--- src/design/pii_params.svh ---
/*
 * Constants of the process interrupt image unit: image sizes, operand
 * limits, reset values and reaction-time figures.
 * Assumes a 100 MHz scan clock; included by every design file that needs it.
 */
`ifndef PII_PARAMS_SVH
`define PII_PARAMS_SVH

// Interrupt-capable channels: four per slot, slots 0 and 1
`define PII_CHANNELS 8
`define PII_NIB 4
`define PII_IMG_BYTES 128
`define PII_IDX_W 8
`define PII_IDX_END 8'h80

// Operand limits of the input image loads and output image transfers
`define PII_LD_MAX_BYTE 7'h01
`define PII_LD_MAX_WORD 7'h00
`define PII_WR_MAX_BYTE 7'h7F
`define PII_WR_MAX_WORD 7'h7E

// Reset values
`define PII_EN_RST 1'b1
`define PII_IMG_RST 16'h0000

// Reaction-time figures in microseconds, and the clock rate
`define PII_CLK_MHZ 100
`define PII_T_BASE_US 600
`define PII_T_FB_US 500
`define PII_T_CLKP_US 200
`define PII_T_NET_US 8000
`define PII_T_OUTADR_US 18000
`define PII_T_COMPRESS_US 31000
`define PII_T_MOVE_US 600000

`endif

--- src/design/pii_pkg.sv ---
/*
 * Types of the process interrupt image unit.
 * Assumes nothing; used with explicit package scope.
 */
package pii_pkg;

    // Sequencer states, Gray coded along idle-react-service-flush
    typedef enum logic [2:0] {
        pii_st_idle = 3'h0,
        pii_st_react = 3'h1,
        pii_st_svc = 3'h3,
        pii_st_flush = 3'h2,
        pii_st_copy = 3'h4
    } pii_state_t;

endpackage : pii_pkg

--- src/design/pii_mem_if.sv ---
/*
 * Port bundle between the unit and one image memory.
 * Assumes the user drives the write and read address every cycle.
 */
`timescale 1ns/10ps
interface pii_mem_if;
    logic we;
    logic wword;
    logic [6:0] waddr;
    logic [15:0] wdata;
    logic [6:0] raddr;
    logic [7:0] rdata;

    modport mem (input we, input wword, input waddr, input wdata, input raddr,
                 output rdata);
    modport user (output we, output wword, output waddr, output wdata, output raddr,
                  input rdata);
endinterface : pii_mem_if

--- src/design/pii_img_mem.sv ---
/*
 * One 128-byte image memory, byte or word write, registered byte read.
 * Assumes a word is never written at the last byte address.
 */
`timescale 1ns/10ps
`include "pii_params.svh"
module pii_img_mem (
    input wire logic clk_i,
    input wire logic resetn_i,
    pii_mem_if.mem mem_io
);
    logic [7:0] mem_q [0:`PII_IMG_BYTES-1];
    logic [7:0] rdata_q;

    ////////////////////////////////////////////////////////////////////////
    // Write port; a word puts its high byte at the lower address
    always_ff @(posedge clk_i) begin
        if (mem_io.we) begin
            if (mem_io.wword) begin
                mem_q[mem_io.waddr] <= mem_io.wdata[15:8];
                mem_q[7'(mem_io.waddr + 7'h01)] <= mem_io.wdata[7:0];
            end else begin
                mem_q[mem_io.waddr] <= mem_io.wdata[7:0];
            end
        end
    end

    // Registered read, one cycle of latency
    always_ff @(posedge clk_i) begin
        if (!resetn_i) begin
            rdata_q <= 8'h00;
        end else begin
            rdata_q <= mem_q[mem_io.raddr];
        end
    end

    assign mem_io.rdata = rdata_q;
endmodule : pii_img_mem

--- src/design/pii_unit.sv ---
/*
 * Process interrupt image unit: edge detection on the slot 0/1 interrupt
 * inputs, acceptance at program boundaries, reaction delay, interrupt input
 * image, dual output image writes, end-of-cycle copy and interrupt flush.
 * Assumes the CPU sequencer gives one-cycle boundary and done pulses.
 */
`timescale 1ns/10ps
`include "pii_params.svh"

// Summary of operation
// Any change of a monitored input, rising or falling, raises an interrupt.
// Only slot 0 and slot 1 inputs can raise interrupts.
// Accepted interrupt calls the service block, or resumes at once if absent.
// Pending interrupt is accepted after any single program statement.
// During a data cycle, accept only at four-bit-plus-check packet boundaries.
// Disable and enable operations exist; enabled after reset.
// Software keeps block nesting at sixteen levels or fewer.
// A second interrupt waits until the running service ends.
// Both edges while disabled: channel unknown, but service still called.
// On interrupt, sample slot 0/1 inputs into the interrupt input image.
// Image loads only byte 0, byte 1, word 0; else halt and log error.
// Sampling leaves the normal process input image untouched.
// Interrupt or timed writes update both output images together.
// After service, flush interrupt output image before normal processing.
// At main cycle end, copy normal output image into interrupt image.
// Flush runs only if the interrupt output image was written.
// Transfers accept byte addresses 0 to 127, word 0 to 126.
// Bit operations reach only the normal images.
// Basic reaction time is 0.6 ms.
// Add 0.5 ms for function blocks, 0.2 ms clock, 8.0 ms network.
// Add 18 ms per kbyte, 31 ms compression, 600 ms per kword moved.
// Edges found against a registered previous sample, pending flag per channel.
module pii_unit #(
    parameter int unsigned BASE_CYC = `PII_T_BASE_US * `PII_CLK_MHZ,
    parameter int unsigned FB_CYC = `PII_T_FB_US * `PII_CLK_MHZ,
    parameter int unsigned CLKP_CYC = `PII_T_CLKP_US * `PII_CLK_MHZ,
    parameter int unsigned NET_CYC = `PII_T_NET_US * `PII_CLK_MHZ,
    parameter int unsigned OUTADR_CYC = `PII_T_OUTADR_US * `PII_CLK_MHZ,
    parameter int unsigned COMPRESS_CYC = `PII_T_COMPRESS_US * `PII_CLK_MHZ,
    parameter int unsigned MOVE_CYC = `PII_T_MOVE_US * `PII_CLK_MHZ
) (
    input wire logic clk_i,
    input wire logic resetn_i,
    input wire logic [`PII_CHANNELS-1:0] irq_in_i,
    input wire logic stmt_done_i,
    input wire logic data_cycle_i,
    input wire logic packet_done_i,
    input wire logic svc_present_i,
    input wire logic svc_done_i,
    input wire logic irq_disable_op_i,
    input wire logic irq_enable_op_i,
    input wire logic main_cycle_end_i,
    input wire logic use_fb_i,
    input wire logic clk_param_i,
    input wire logic serial_net_i,
    input wire logic [3:0] out_addr_kbytes_i,
    input wire logic compress_after_reset_i,
    input wire logic [2:0] moved_kwords_i,
    input wire logic ld_req_i,
    input wire logic ld_word_i,
    input wire logic [6:0] ld_addr_i,
    input wire logic wr_req_i,
    input wire logic wr_irq_ctx_i,
    input wire logic wr_word_i,
    input wire logic [6:0] wr_addr_i,
    input wire logic [15:0] wr_data_i,
    output logic svc_call_o,
    output logic resume_o,
    output logic in_service_o,
    output logic irq_enabled_o,
    output logic irq_pending_o,
    output logic [15:0] ld_data_o,
    output logic bad_operand_error_o,
    output logic halt_o,
    output logic wr_ready_o,
    output logic wr_reject_o,
    output logic out_valid_o,
    output logic [6:0] out_addr_o,
    output logic [7:0] out_data_o
);
    pii_pkg::pii_state_t state_q;
    logic [`PII_CHANNELS-1:0] prev_q;
    logic [`PII_CHANNELS-1:0] pend_q;
    logic [`PII_CHANNELS-1:0] edge_w;
    logic prime_q;
    logic en_q;
    logic halt_q;
    logic dirty_q;
    logic copy_pend_q;
    logic [15:0] iimg_q;
    logic [31:0] react_cnt_q;
    logic [31:0] react_total_w;
    logic [`PII_IDX_W-1:0] idx_q;
    logic rd_vld_q;
    logic [6:0] rd_idx_q;
    logic boundary_w;
    logic accept_w;
    logic ld_ok_w;
    logic wr_ok_w;
    logic wr_irq_w;
    logic dirty_any_w;
    logic scan_w;
    logic scan_done_w;

    pii_mem_if nrm_if();
    pii_mem_if irq_if();

    // Operand legality shared by loads and transfers
    function automatic logic operand_ok(input logic word, input logic [6:0] addr,
                                        input logic [6:0] max_b, input logic [6:0] max_w);
        operand_ok = word ? (addr <= max_w) : (addr <= max_b);
    endfunction : operand_ok

    // Total reaction budget from the running functions
    function automatic logic [31:0] react_total(input logic fb, input logic clkp,
                                                input logic net, input logic [3:0] kb,
                                                input logic cmp, input logic [2:0] kw);
        react_total = 32'(BASE_CYC)
                    + (fb ? 32'(FB_CYC) : 32'h0) + (clkp ? 32'(CLKP_CYC) : 32'h0)
                    + (net ? 32'(NET_CYC) : 32'h0)
                    + 32'(kb) * 32'(OUTADR_CYC)
                    + (cmp ? 32'(COMPRESS_CYC) : 32'h0)
                    + 32'(kw) * 32'(MOVE_CYC);
    endfunction : react_total

    ////////////////////////////////////////////////////////////////////////
    // Edge detection; only slot 0/1 lines exist on this port
    // First cycle after reset only primes, so a high line is no false edge
    assign edge_w = (irq_in_i ^ prev_q) & {`PII_CHANNELS{prime_q}};

    always_ff @(posedge clk_i) begin
        if (!resetn_i) begin
            prev_q <= '0;
            prime_q <= 1'b0;
        end else begin
            prev_q <= irq_in_i;
            prime_q <= 1'b1;
        end
    end

    // Pending flags: a new edge beats the clear of acceptance
    // Two edges while disabled leave one flag, so the service still runs
    always_ff @(posedge clk_i) begin
        if (!resetn_i) begin
            pend_q <= '0;
        end else begin
            pend_q <= (accept_w ? '0 : pend_q) | edge_w;
        end
    end

    // Global enable, disable wins when both arrive together
    always_ff @(posedge clk_i) begin
        if (!resetn_i) begin
            en_q <= `PII_EN_RST;
        end else if (irq_disable_op_i) begin
            en_q <= 1'b0;
        end else if (irq_enable_op_i) begin
            en_q <= 1'b1;
        end
    end

    ////////////////////////////////////////////////////////////////////////
    // Acceptance point: packet edge in a data cycle, else statement end
    assign boundary_w = data_cycle_i ? packet_done_i : stmt_done_i;
    assign accept_w = (state_q == pii_pkg::pii_st_idle) && en_q && !halt_q
                    && (|pend_q) && boundary_w;
    assign react_total_w = react_total(use_fb_i, clk_param_i, serial_net_i,
                                       out_addr_kbytes_i, compress_after_reset_i,
                                       moved_kwords_i);
    assign wr_ready_o = (state_q != pii_pkg::pii_st_copy)
                      && (state_q != pii_pkg::pii_st_flush);
    assign wr_ok_w = wr_req_i && wr_ready_o && operand_ok(wr_word_i, wr_addr_i,
                     `PII_WR_MAX_BYTE, `PII_WR_MAX_WORD);
    assign wr_irq_w = wr_ok_w && wr_irq_ctx_i;
    assign dirty_any_w = dirty_q || wr_irq_w;
    assign scan_w = idx_q != `PII_IDX_END;
    assign scan_done_w = !scan_w && !rd_vld_q;

    // Sequencer; the reaction counter only runs while a call is due
    always_ff @(posedge clk_i) begin
        if (!resetn_i) begin
            state_q <= pii_pkg::pii_st_idle;
            react_cnt_q <= 32'h0;
            svc_call_o <= 1'b0;
            resume_o <= 1'b0;
        end else begin
            svc_call_o <= 1'b0;
            resume_o <= 1'b0;
            case (state_q)
                pii_pkg::pii_st_idle: begin
                    if (accept_w && svc_present_i) begin
                        state_q <= pii_pkg::pii_st_react;
                        react_cnt_q <= react_total_w - 32'h1;
                    end else if (accept_w) begin
                        resume_o <= 1'b1;
                    end else if (copy_pend_q) begin
                        state_q <= pii_pkg::pii_st_copy;
                    end
                end
                pii_pkg::pii_st_react: begin
                    if (react_cnt_q == 32'h0) begin
                        state_q <= pii_pkg::pii_st_svc;
                        svc_call_o <= 1'b1;
                    end else begin
                        react_cnt_q <= react_cnt_q - 32'h1;
                    end
                end
                pii_pkg::pii_st_svc: begin
                    if (svc_done_i && dirty_any_w) begin
                        state_q <= pii_pkg::pii_st_flush;
                    end else if (svc_done_i) begin
                        state_q <= pii_pkg::pii_st_idle;
                        resume_o <= 1'b1;
                    end
                end
                pii_pkg::pii_st_flush: begin
                    if (scan_done_w) begin
                        state_q <= pii_pkg::pii_st_idle;
                        resume_o <= 1'b1;
                    end
                end
                pii_pkg::pii_st_copy: begin
                    if (scan_done_w) begin
                        state_q <= pii_pkg::pii_st_idle;
                    end
                end
                default: begin
                    state_q <= pii_pkg::pii_st_idle;
                end
            endcase
        end
    end

    // Copy request waits out a service in progress; new request beats clear
    always_ff @(posedge clk_i) begin
        if (!resetn_i) begin
            copy_pend_q <= 1'b0;
        end else begin
            copy_pend_q <= main_cycle_end_i || (copy_pend_q && (state_q != pii_pkg::pii_st_idle
                           || accept_w));
        end
    end

    // Dirty mark: interrupt image written by the running service
    always_ff @(posedge clk_i) begin
        if (!resetn_i) begin
            dirty_q <= 1'b0;
        end else if (state_q == pii_pkg::pii_st_svc && !svc_done_i) begin
            dirty_q <= dirty_any_w;
        end else begin
            dirty_q <= 1'b0;
        end
    end

    ////////////////////////////////////////////////////////////////////////
    // Byte scan shared by copy and flush; reads lag one cycle
    always_ff @(posedge clk_i) begin
        if (!resetn_i) begin
            idx_q <= `PII_IDX_END;
            rd_vld_q <= 1'b0;
            rd_idx_q <= 7'h00;
        end else begin
            rd_vld_q <= 1'b0;
            if ((state_q == pii_pkg::pii_st_idle && copy_pend_q && !accept_w)
                || (state_q == pii_pkg::pii_st_svc && svc_done_i && dirty_any_w)) begin
                idx_q <= '0;
            end else if (scan_w && (state_q == pii_pkg::pii_st_copy
                         || state_q == pii_pkg::pii_st_flush)) begin
                idx_q <= `PII_IDX_W'(idx_q + `PII_IDX_W'(1));
                rd_vld_q <= 1'b1;
                rd_idx_q <= idx_q[6:0];
            end
        end
    end

    // Normal image: every accepted transfer lands here
    assign nrm_if.we = wr_ok_w;
    assign nrm_if.wword = wr_word_i;
    assign nrm_if.waddr = wr_addr_i;
    assign nrm_if.wdata = wr_data_i;
    assign nrm_if.raddr = idx_q[6:0];

    // Interrupt image: context writes in parallel, or the copy stream
    // Copy never collides with software since writes stall meanwhile
    assign irq_if.we = wr_irq_w || (state_q == pii_pkg::pii_st_copy && rd_vld_q);
    assign irq_if.wword = wr_irq_w ? wr_word_i : 1'b0;
    assign irq_if.waddr = wr_irq_w ? wr_addr_i : rd_idx_q;
    assign irq_if.wdata = wr_irq_w ? wr_data_i : {8'h00, nrm_if.rdata};
    assign irq_if.raddr = idx_q[6:0];

    pii_img_mem u_nrm_img (
        .clk_i(clk_i),
        .resetn_i(resetn_i),
        .mem_io(nrm_if)
    );

    pii_img_mem u_irq_img (
        .clk_i(clk_i),
        .resetn_i(resetn_i),
        .mem_io(irq_if)
    );

    // Flush stream towards the peripherals
    always_ff @(posedge clk_i) begin
        if (!resetn_i) begin
            out_valid_o <= 1'b0;
            out_addr_o <= 7'h00;
            out_data_o <= 8'h00;
        end else begin
            out_valid_o <= (state_q == pii_pkg::pii_st_flush) && rd_vld_q;
            out_addr_o <= rd_idx_q;
            out_data_o <= irq_if.rdata;
        end
    end

    ////////////////////////////////////////////////////////////////////////
    // Interrupt input image: own register, the normal input image is
    // elsewhere and never written from here; byte 0 slot 0, byte 1 slot 1
    always_ff @(posedge clk_i) begin
        if (!resetn_i) begin
            iimg_q <= `PII_IMG_RST;
        end else if (accept_w) begin
            iimg_q <= {4'h0, irq_in_i[`PII_NIB-1:0], 4'h0,
                       irq_in_i[`PII_CHANNELS-1:`PII_NIB]};
        end
    end

    // Loads: byte and word only, no bit path into the interrupt images
    always_ff @(posedge clk_i) begin
        if (!resetn_i) begin
            ld_data_o <= 16'h0000;
            bad_operand_error_o <= 1'b0;
            halt_q <= 1'b0;
            wr_reject_o <= 1'b0;
        end else begin
            bad_operand_error_o <= ld_req_i && !ld_ok_w;
            wr_reject_o <= wr_req_i && wr_ready_o && !wr_ok_w;
            if (ld_req_i && !ld_ok_w) begin
                halt_q <= 1'b1;
            end
            if (ld_req_i && ld_ok_w) begin
                ld_data_o <= ld_word_i ? iimg_q : (ld_addr_i[0] ? {8'h00, iimg_q[7:0]}
                             : {8'h00, iimg_q[15:8]});
            end
        end
    end

    assign ld_ok_w = operand_ok(ld_word_i, ld_addr_i, `PII_LD_MAX_BYTE, `PII_LD_MAX_WORD);
    assign halt_o = halt_q;
    assign in_service_o = state_q == pii_pkg::pii_st_svc;
    assign irq_enabled_o = en_q;
    assign irq_pending_o = |pend_q;

    ////////////////////////////////////////////////////////////////////////
    // Checks
    property p_edge_pend;
        @(posedge clk_i) disable iff (!resetn_i) (|edge_w) |=> (|pend_q);
    endproperty
    a_edge_pend: assert property (p_edge_pend) else $error("edge lost");

    property p_accept_bound;
        @(posedge clk_i) disable iff (!resetn_i)
            (state_q == pii_pkg::pii_st_idle ##1 state_q == pii_pkg::pii_st_react)
            |-> $past(boundary_w) && $past(en_q);
    endproperty
    a_accept_bound: assert property (p_accept_bound) else $error("bad accept point");

    property p_no_svc;
        @(posedge clk_i) disable iff (!resetn_i) (accept_w && !svc_present_i)
            |=> resume_o && state_q == pii_pkg::pii_st_idle;
    endproperty
    a_no_svc: assert property (p_no_svc) else $error("no resume without service");

    property p_held;
        @(posedge clk_i) disable iff (!resetn_i)
            (state_q == pii_pkg::pii_st_svc && (|pend_q)) |=> (|pend_q);
    endproperty
    a_held: assert property (p_held) else $error("nested request dropped");

    property p_image;
        @(posedge clk_i) disable iff (!resetn_i) accept_w |=>
            iimg_q == {4'h0, $past(irq_in_i[3:0]), 4'h0, $past(irq_in_i[7:4])};
    endproperty
    a_image: assert property (p_image) else $error("input image wrong");

    property p_bad_ld;
        @(posedge clk_i) disable iff (!resetn_i) (ld_req_i && !ld_ok_w)
            |=> bad_operand_error_o && halt_o ##1 halt_o;
    endproperty
    a_bad_ld: assert property (p_bad_ld) else $error("bad operand not caught");

    property p_dual;
        @(posedge clk_i) disable iff (!resetn_i)
            (wr_ok_w && wr_irq_ctx_i) |-> nrm_if.we && irq_if.we
            && irq_if.waddr == nrm_if.waddr;
    endproperty
    a_dual: assert property (p_dual) else $error("images not written together");

    property p_flush;
        @(posedge clk_i) disable iff (!resetn_i)
            (state_q == pii_pkg::pii_st_svc && svc_done_i && dirty_any_w)
            |=> !resume_o ##[128:132] resume_o;
    endproperty
    a_flush: assert property (p_flush) else $error("flush length wrong");

    property p_skip;
        @(posedge clk_i) disable iff (!resetn_i)
            (state_q == pii_pkg::pii_st_svc && svc_done_i && !dirty_any_w)
            |=> resume_o ##1 !out_valid_o;
    endproperty
    a_skip: assert property (p_skip) else $error("flush not skipped");

    property p_word_limit;
        @(posedge clk_i) disable iff (!resetn_i)
            (wr_req_i && wr_ready_o && wr_word_i && wr_addr_i == 7'h7F)
            |-> !nrm_if.we ##1 wr_reject_o;
    endproperty
    a_word_limit: assert property (p_word_limit) else $error("word 127 taken");

    property p_react;
        @(posedge clk_i) disable iff (!resetn_i)
            (state_q == pii_pkg::pii_st_idle ##1 state_q == pii_pkg::pii_st_react)
            |-> react_cnt_q == $past(react_total_w) - 32'h1;
    endproperty
    a_react: assert property (p_react) else $error("reaction budget wrong");
endmodule : pii_unit

--- config.mk ---
export PLATFORM = sky130hd
export DESIGN_NAME = pii_unit
export DESIGN_NICKNAME = d
export VERILOG_FILES = /design/src/design/pii_pkg.sv /design/src/design/pii_mem_if.sv /design/src/design/pii_img_mem.sv /design/src/design/pii_unit.sv
export VERILOG_INCLUDE_DIRS = /design/src /design/src/design
export SDC_FILE = /design/constraint.sdc
export NUM_CORES = 2
export LEC_CHECK = 0
export BUFFER_PORTS_ARGS = -buffer_cell sky130_fd_sc_hd__buf_2
export CAP_MARGIN = 15
export CORE_ASPECT_RATIO = 0.75
export CORE_MARGIN = 2
export CORE_UTILIZATION = 55
export CTS_BUF_LIST = sky130_fd_sc_hd__clkbuf_4 sky130_fd_sc_hd__clkbuf_8 sky130_fd_sc_hd__clkbuf_16
export DETAILED_ROUTE_END_ITERATION = 10
export GPL_TIMING_DRIVEN = 0
export HOLD_SLACK_MARGIN = 0.1
export PLACE_DENSITY = 0.77
export SYNTH_ARGS = -nofsm -noshare
export SYNTH_HDL_FRONTEND = slang
export SYNTH_HIERARCHICAL = 1
export SYNTH_SLANG_ARGS = --single-unit
--- constraint.sdc ---
create_clock -name clk_i -period 17.5 [get_ports clk_i]
set_input_delay 3.5 -clock clk_i [delete_from_list [all_inputs] [get_ports clk_i]]
set_output_delay 3.5 -clock clk_i [all_outputs]
set_load 0.05 [all_outputs]
; Word-level counts from Yosys, hierarchy flattened
; Memories as Yosys holds them, arrays and structs flattened. A register that Yosys moved wholly into a read port is not among the register bits.
; Index checks and enable logic that the tools add are counted.
[totals]
regBits = 116
mem_bits_rw = 2048
inputBits = 64
out_inout_bits = 41
wordCells = 165
n_memories = 2
[memory_table]
columns = memory, depth, word_bits, read_ports, rd_clocked_by_memory_dff, write_ports, line
row1 = u_irq_img.mem_q, 128, 8, 1, 1, 2, pii_img_mem.sv:12  ; logic [7:0] mem_q [0:`PII_IMG_BYTES-1];
row2 = u_nrm_img.mem_q, 128, 8, 1, 1, 2, pii_img_mem.sv:12
[classes]
n_addsub = 11
n_mul = 2
magnitude_cmp = 4
n_eq_ne = 14
n_mux = 51
n_bitwise = 7
n_reduce_logical = 52
[ops]
columns = cell, count
row1 = 2-to-1 mux 32 bit, 2
row2 = one-hot mux 32 bit (2 select lines), 1
row3 = 2-to-1 mux 8 bit, 5
row4 = logical NOT 32 bit, 1
row5 = 2-to-1 mux 16 bit, 2
row6 = subtractor 32 x 1 -> 32 bit (second input constant), 1
row7 = subtractor 30 x 1 -> 31 bit (second input constant), 1
row8 = adder 27 x 29 -> 30 bit, 1
row9 = adder 26 x 22 -> 27 bit, 1
row10 = adder 21 x 25 -> 26 bit, 1
row11 = 2-to-1 mux 1 bit, 26
row12 = logical AND 1 bit, 23
row13 = 2-to-1 mux 22 bit, 1
row14 = adder 18 x 20 -> 21 bit, 1
row15 = multiplier 3 x 18 -> 21 bit (second input constant), 1
row16 = 2-to-1 mux 3 bit, 7
row17 = 2-to-1 mux 20 bit, 1
row18 = multiplier 4 x 15 -> 19 bit (second input constant), 1
row19 = adder 17 x 15 -> 18 bit, 1
row20 = adder 16 x 16 -> 17 bit (first input constant), 1
row21 = 2-to-1 mux 15 bit, 1
row22 = adder 7 x 1 -> 7 bit (second input constant), 2
row23 = less-or-equal comparator 7 x 1 -> 1 bit (second input constant), 2
row24 = less-or-equal comparator 7 bit (second input constant), 2
row25 = other kinds (29), 55

; Depth between registers and ports, before layout
[logic_depth]
depth_word = 10
ltp_mapped = 25
ltp_nobuf = 24

; Hierarchy
; Netlist, hierarchy kept.
[modules_own_cells]
columns = module, n_inst, cells_each, area_each_um2, seq_area_each_um2
row1 = pii_img_mem, 2, 3951, 53520.1, 30909.6
row2 = pii_unit, 1, 985, 8355.5, 2162.1

; Worst setup path before layout
; OpenSTA, ideal clock, no wires.
[synth_timing]
path_type = input to register
from = in out_addr_kbytes_i[1]
to = reg react_cnt_q[27]
setup_time_ps = 60
arrival_ps = 8705
required_ps = 17440
path_slack_ps = 8736
path_stages = 23
path_buffers = 1
path_cell_list = ha_1 > fa_1 > ha_1 > clkbuf_1 > nor2b_1 > o21a_1 > o21ai_0 > a21oi_1 > a221oi_1 > nor2b_1 > xor2_1 > fa_1 > inv_1 > ha_1 > ha_1 > ha_1 > nand2_1 > nor2_1 > nand2_1 > or4_1 > o22a_1 > a2111oi_0 > a221o_1
[synth_via]
elab_chain_len = 7
[synth_rtl]
columns = element, line
row1 = start: declaration, pii_unit.sv:56  ; input wire logic [3:0] out_addr_kbytes_i,
row2 = multiplier 4 x 15 -> 19 bit, pii_unit.sv:121  ; + 32'(kb) * 32'(OUTADR_CYC)
row3 = adder 21 x 25 -> 26 bit, pii_unit.sv:121
row4 = adder 26 x 22 -> 27 bit, pii_unit.sv:122  ; + (cmp ? 32'(COMPRESS_CYC) : 32'h0)
row5 = adder 27 x 29 -> 30 bit, pii_unit.sv:123  ; + 32'(kw) * 32'(MOVE_CYC);
row6 = subtractor 30 x 1 -> 31 bit, pii_unit.sv:193  ; react_cnt_q <= react_total_w - 32'h1;
row7 = 2-to-1 mux 32 bit, pii_unit.sv:191  ; if (accept_w && svc_present_i) begin
row8 = one-hot mux 32 bit (2 select lines), pii_unit.sv:189  ; case (state_q)
row9 = end signal: assignment, pii_unit.sv:193
row10 = end signal: assignment, pii_unit.sv:205  ; react_cnt_q <= react_cnt_q - 32'h1;
row11 = end: declaration, pii_unit.sv:91  ; logic [31:0] react_cnt_q;
; Every way passes these cells. The select of a mux whose other input is x is not followed.
; A chain may end at the register's enable or synchronous reset.

==> results.py <==
metrics = {
    "clock_network": {
        "clock_latency_ps": 930,
        "cts_tree": "done",
        "ctsHoldBuffers": 0,
        "clkSinkCount": 2172,
        "cts_root_buf": "clkbuf_16",
        "post_cts_buffers": 0,
        "clk_pin_slew_ps": 60,
        "numCtsBuffers": 217,
        "clock_path_buffers": 4,
        "ctsResizeCount": 0,
        "htree_levels": 4,
    },
    "detailed_routing": {
        "drt_iter0_drc": 16300,
        "ant_nets": 0,
        "met3_length_um": 96000,
        "wirelength_um": 463000,
        "routedWlPerCell_um": 37.4,
        "top_layer_used": "met5",
        "via_count": 89000,
        "wl_met1_um": 169000,
        "drt_first_pass_iters": 9,
        "routed_via_density": 7.18,
        "drcViolationCount": 0,
        "met2WireLength_um": 174000,
    },
    "timing": {
        "slew_violations": 0,
        "tns_ps": 0,
        "setup_viol": 0,
        "finalCritPeriodShare": 0.561,
        "finClkSkew_ps": 99.1,
        "fmax_mhz": 102,
        "tightest_slew_ps": 1440,
        "setup_ws_ps": 7680,
        "rsz0062_at_grt": "false",
        "hold_viol": 0,
        "min_period_ps": 9820,
        "max-slew-margin-rel": 0.0374,
    },
    "layout": {
        "final_cell_area_um2": 128000,
        "post-route-util": 0.616,
        "top_regs": "u_irq_img/mem_q (1024), u_nrm_img/mem_q (1024), react_cnt_q (32)",
        "post_route_cells_drive_above_1_share": 0.269,
        "nets": 9582,
        "syn2layout_area_growth_pct": 11.4,
    },
    "setup_path": {
        "cp-start-kind": "input port",
        "reg2regPathDepth": 18,
        "critical_path.max_fanout": 10,
        "critPathArrivalTime_ps": 10410,
        "endpoint_kind": "flip-flop",
        "cp_data_required_time_ps": 18100,
        "critical_path_class": "input port to flip-flop",
        "path_cells": "buf_2 -> nand4_1 -> nor2_1 -> nor3b_1 -> and2_1 -> clkbuf_1 -> buf_8 -> mux2_2 -> ha_1 -> buf_2 -> xnor2_1 -> nand2_1 -> nor2_1 -> nand4_1 -> clkbuf_1 -> o21ai_0 -> buf_4",
        "slowest_delay_ps": 1050,
        "cp_slowest_cell": "nor2_1",
    },
    "global_routing": {
        "grt_max_degree": 19,
        "grt_pass1_wl_um": 631000,
        "track_usage": 0.422,
        "grt_overflow": 0,
        "grt_pass1_vias": 81900,
        "antenna_found_initial": 49,
    },
    "power_and_ir_drop": {
        "max-vdd-ir-drop_uv": 93.0,
        "powerDensity_nw_per_um2": 98.8,
        "power.total_w": 0.0127,
        "power.leakage_nw": 43.0,
    },
    "floorplan": {
        "row_count": 145,
        "core_um2": 208000,
        "die_h_um": 401,
        "ios": 105,
        "start_util": 0.554,
        "die_x_um": 533,
        "die-area_um2": 214000,
    },
    "logic_synthesis": {
        "netlist_area_um2": 115000,
        "synth.avg_cell_area_um2": 13.0,
        "synth.top_cells.by_area": "edfxtp_1, mux2_2, mux4_2, a21oi_1, nor2_1",
        "yosysWarnings": 6,
        "yosysMostFrequentCell": "edfxtp_1",
        "netlist.top_cell.by_area": "edfxtp_1",
        "ys_top_cells_by_count": "edfxtp_1, mux2_2, a21oi_1",
        "synth_edf_count": 2048,
        "yosysTopAreaCellShare": 0.533,
        "ys_ff_latch": 2172,
        "synthArstFlopShare": 0,
        "synthCells": 8887,
        "yosysUniqueCellTypes": 91,
        "ys_seq_area_frac": 0.554,
        "synthFlopType": "edfxtp_1",
    },
    "placed_design": {
        "hpwl_um": 344000,
        "place_congestion": 1.10,
        "place_ws_ps": 6770,
        "postPlaceCellArea_um2": 121000,
        "portBuffers": 95,
    },
    "run": {
        "drv_cap": 0,
    },
    "hold_path": {
        "holdCritPathClass": "flip-flop to flip-flop",
        "hold_depth": 1,
    },
    "run_status": {
        "status": "completed",
    },
}
-- per-stage QoR --
stage	hold WS, ps	instances
global placement	436	11800
CTS	443	12300
global route	467	12400
floorplan	412	8894
finish	446	12400
detailed placement	432	11900
-- cell type report --
class	count	area, um2
Clock buffer	277	5970
Buffer	931	3850
Sequential cell	2172	64000
Tap cell	2793	3490
Multi-Input combinational cell	5713	47400
Antenna cell	46	115
Timing Repair Buffer	276	2310
Inverter	78	293
Clock inverter	116	1090
Fill cell	15800	80000
-- layout by cell type, fill, tap and decap left out, drive strengths merged, types with 40 or more instances in the layout --
cell,instances
nand2,135
mux4,400
a21oi,1030
inv,81
buf,448
mux2,1187
clkinv,88
nor2,1161
nand4,141
and2,51
mux2i,344
nand3,149
diode,46
dfxtp,124
o22ai,154
nor3,40
edfxtp,2048
nor2b,49
clkbuf,1036
a22oi,192
o21ai,202
ha,97
-- layer usage --
layer,global-route usage,vias to the layer above
met5,0.00624,-
met4,0.171,40
met3,0.262,1348
met2,0.524,8386
met1,0.580,44200
li1,-,35100
-- power by group --
group,internal (W),switching [W]
Combinational,0.000772,0.00138
Clock,0.00267,0.00208
Sequential,0.00577,0.0000238
Total,0.00921,0.00348
-- critical path, delay by kind of cell --
kind,cells,cell delay (ps)
AO/OA/AOI/OAI,1,390
XOR/XNOR,1,850
adder cells (fa/ha/maj),1,210
buffers and inverters,6,1730
multiplexers,1,430
AND/OR/NAND/NOR,7,3260
-- logic make-up (layout without fill, tap and decap cells) --
group,after synthesis,count (layout),share of synthesized area
XOR/XNOR,69,69,0.00537
multiplexers,1931,1931,0.224
flip-flops,2172,2172,0.554
buffers and inverters,1009,1678,0.0357
AND/OR/NAND/NOR,1834,1834,0.0783
adder cells (fa/ha/maj),129,129,0.0161
AO/OA/AOI/OAI,1742,1742,0.0864
other,1,54,0.0000325
-- worst paths after layout --
| path | slack, ps | from | endpoint |
|---|---|---|---|
| hold / removal | 450 | u_irq_img/mem_io.rdata[0] | out_data_o[0] |
| hold reg to reg | 450 | u_irq_img/mem_io.rdata[0] | out_data_o[0] |
| setup reg to reg | 9600 | state_q[2] | u_irq_img/mem_q[18][0] |
| setup / recovery | 7680 | wr_addr_i[3] | u_irq_img/mem_q[18][0] |
Note: power is estimated with default switching activity, not from simulation.
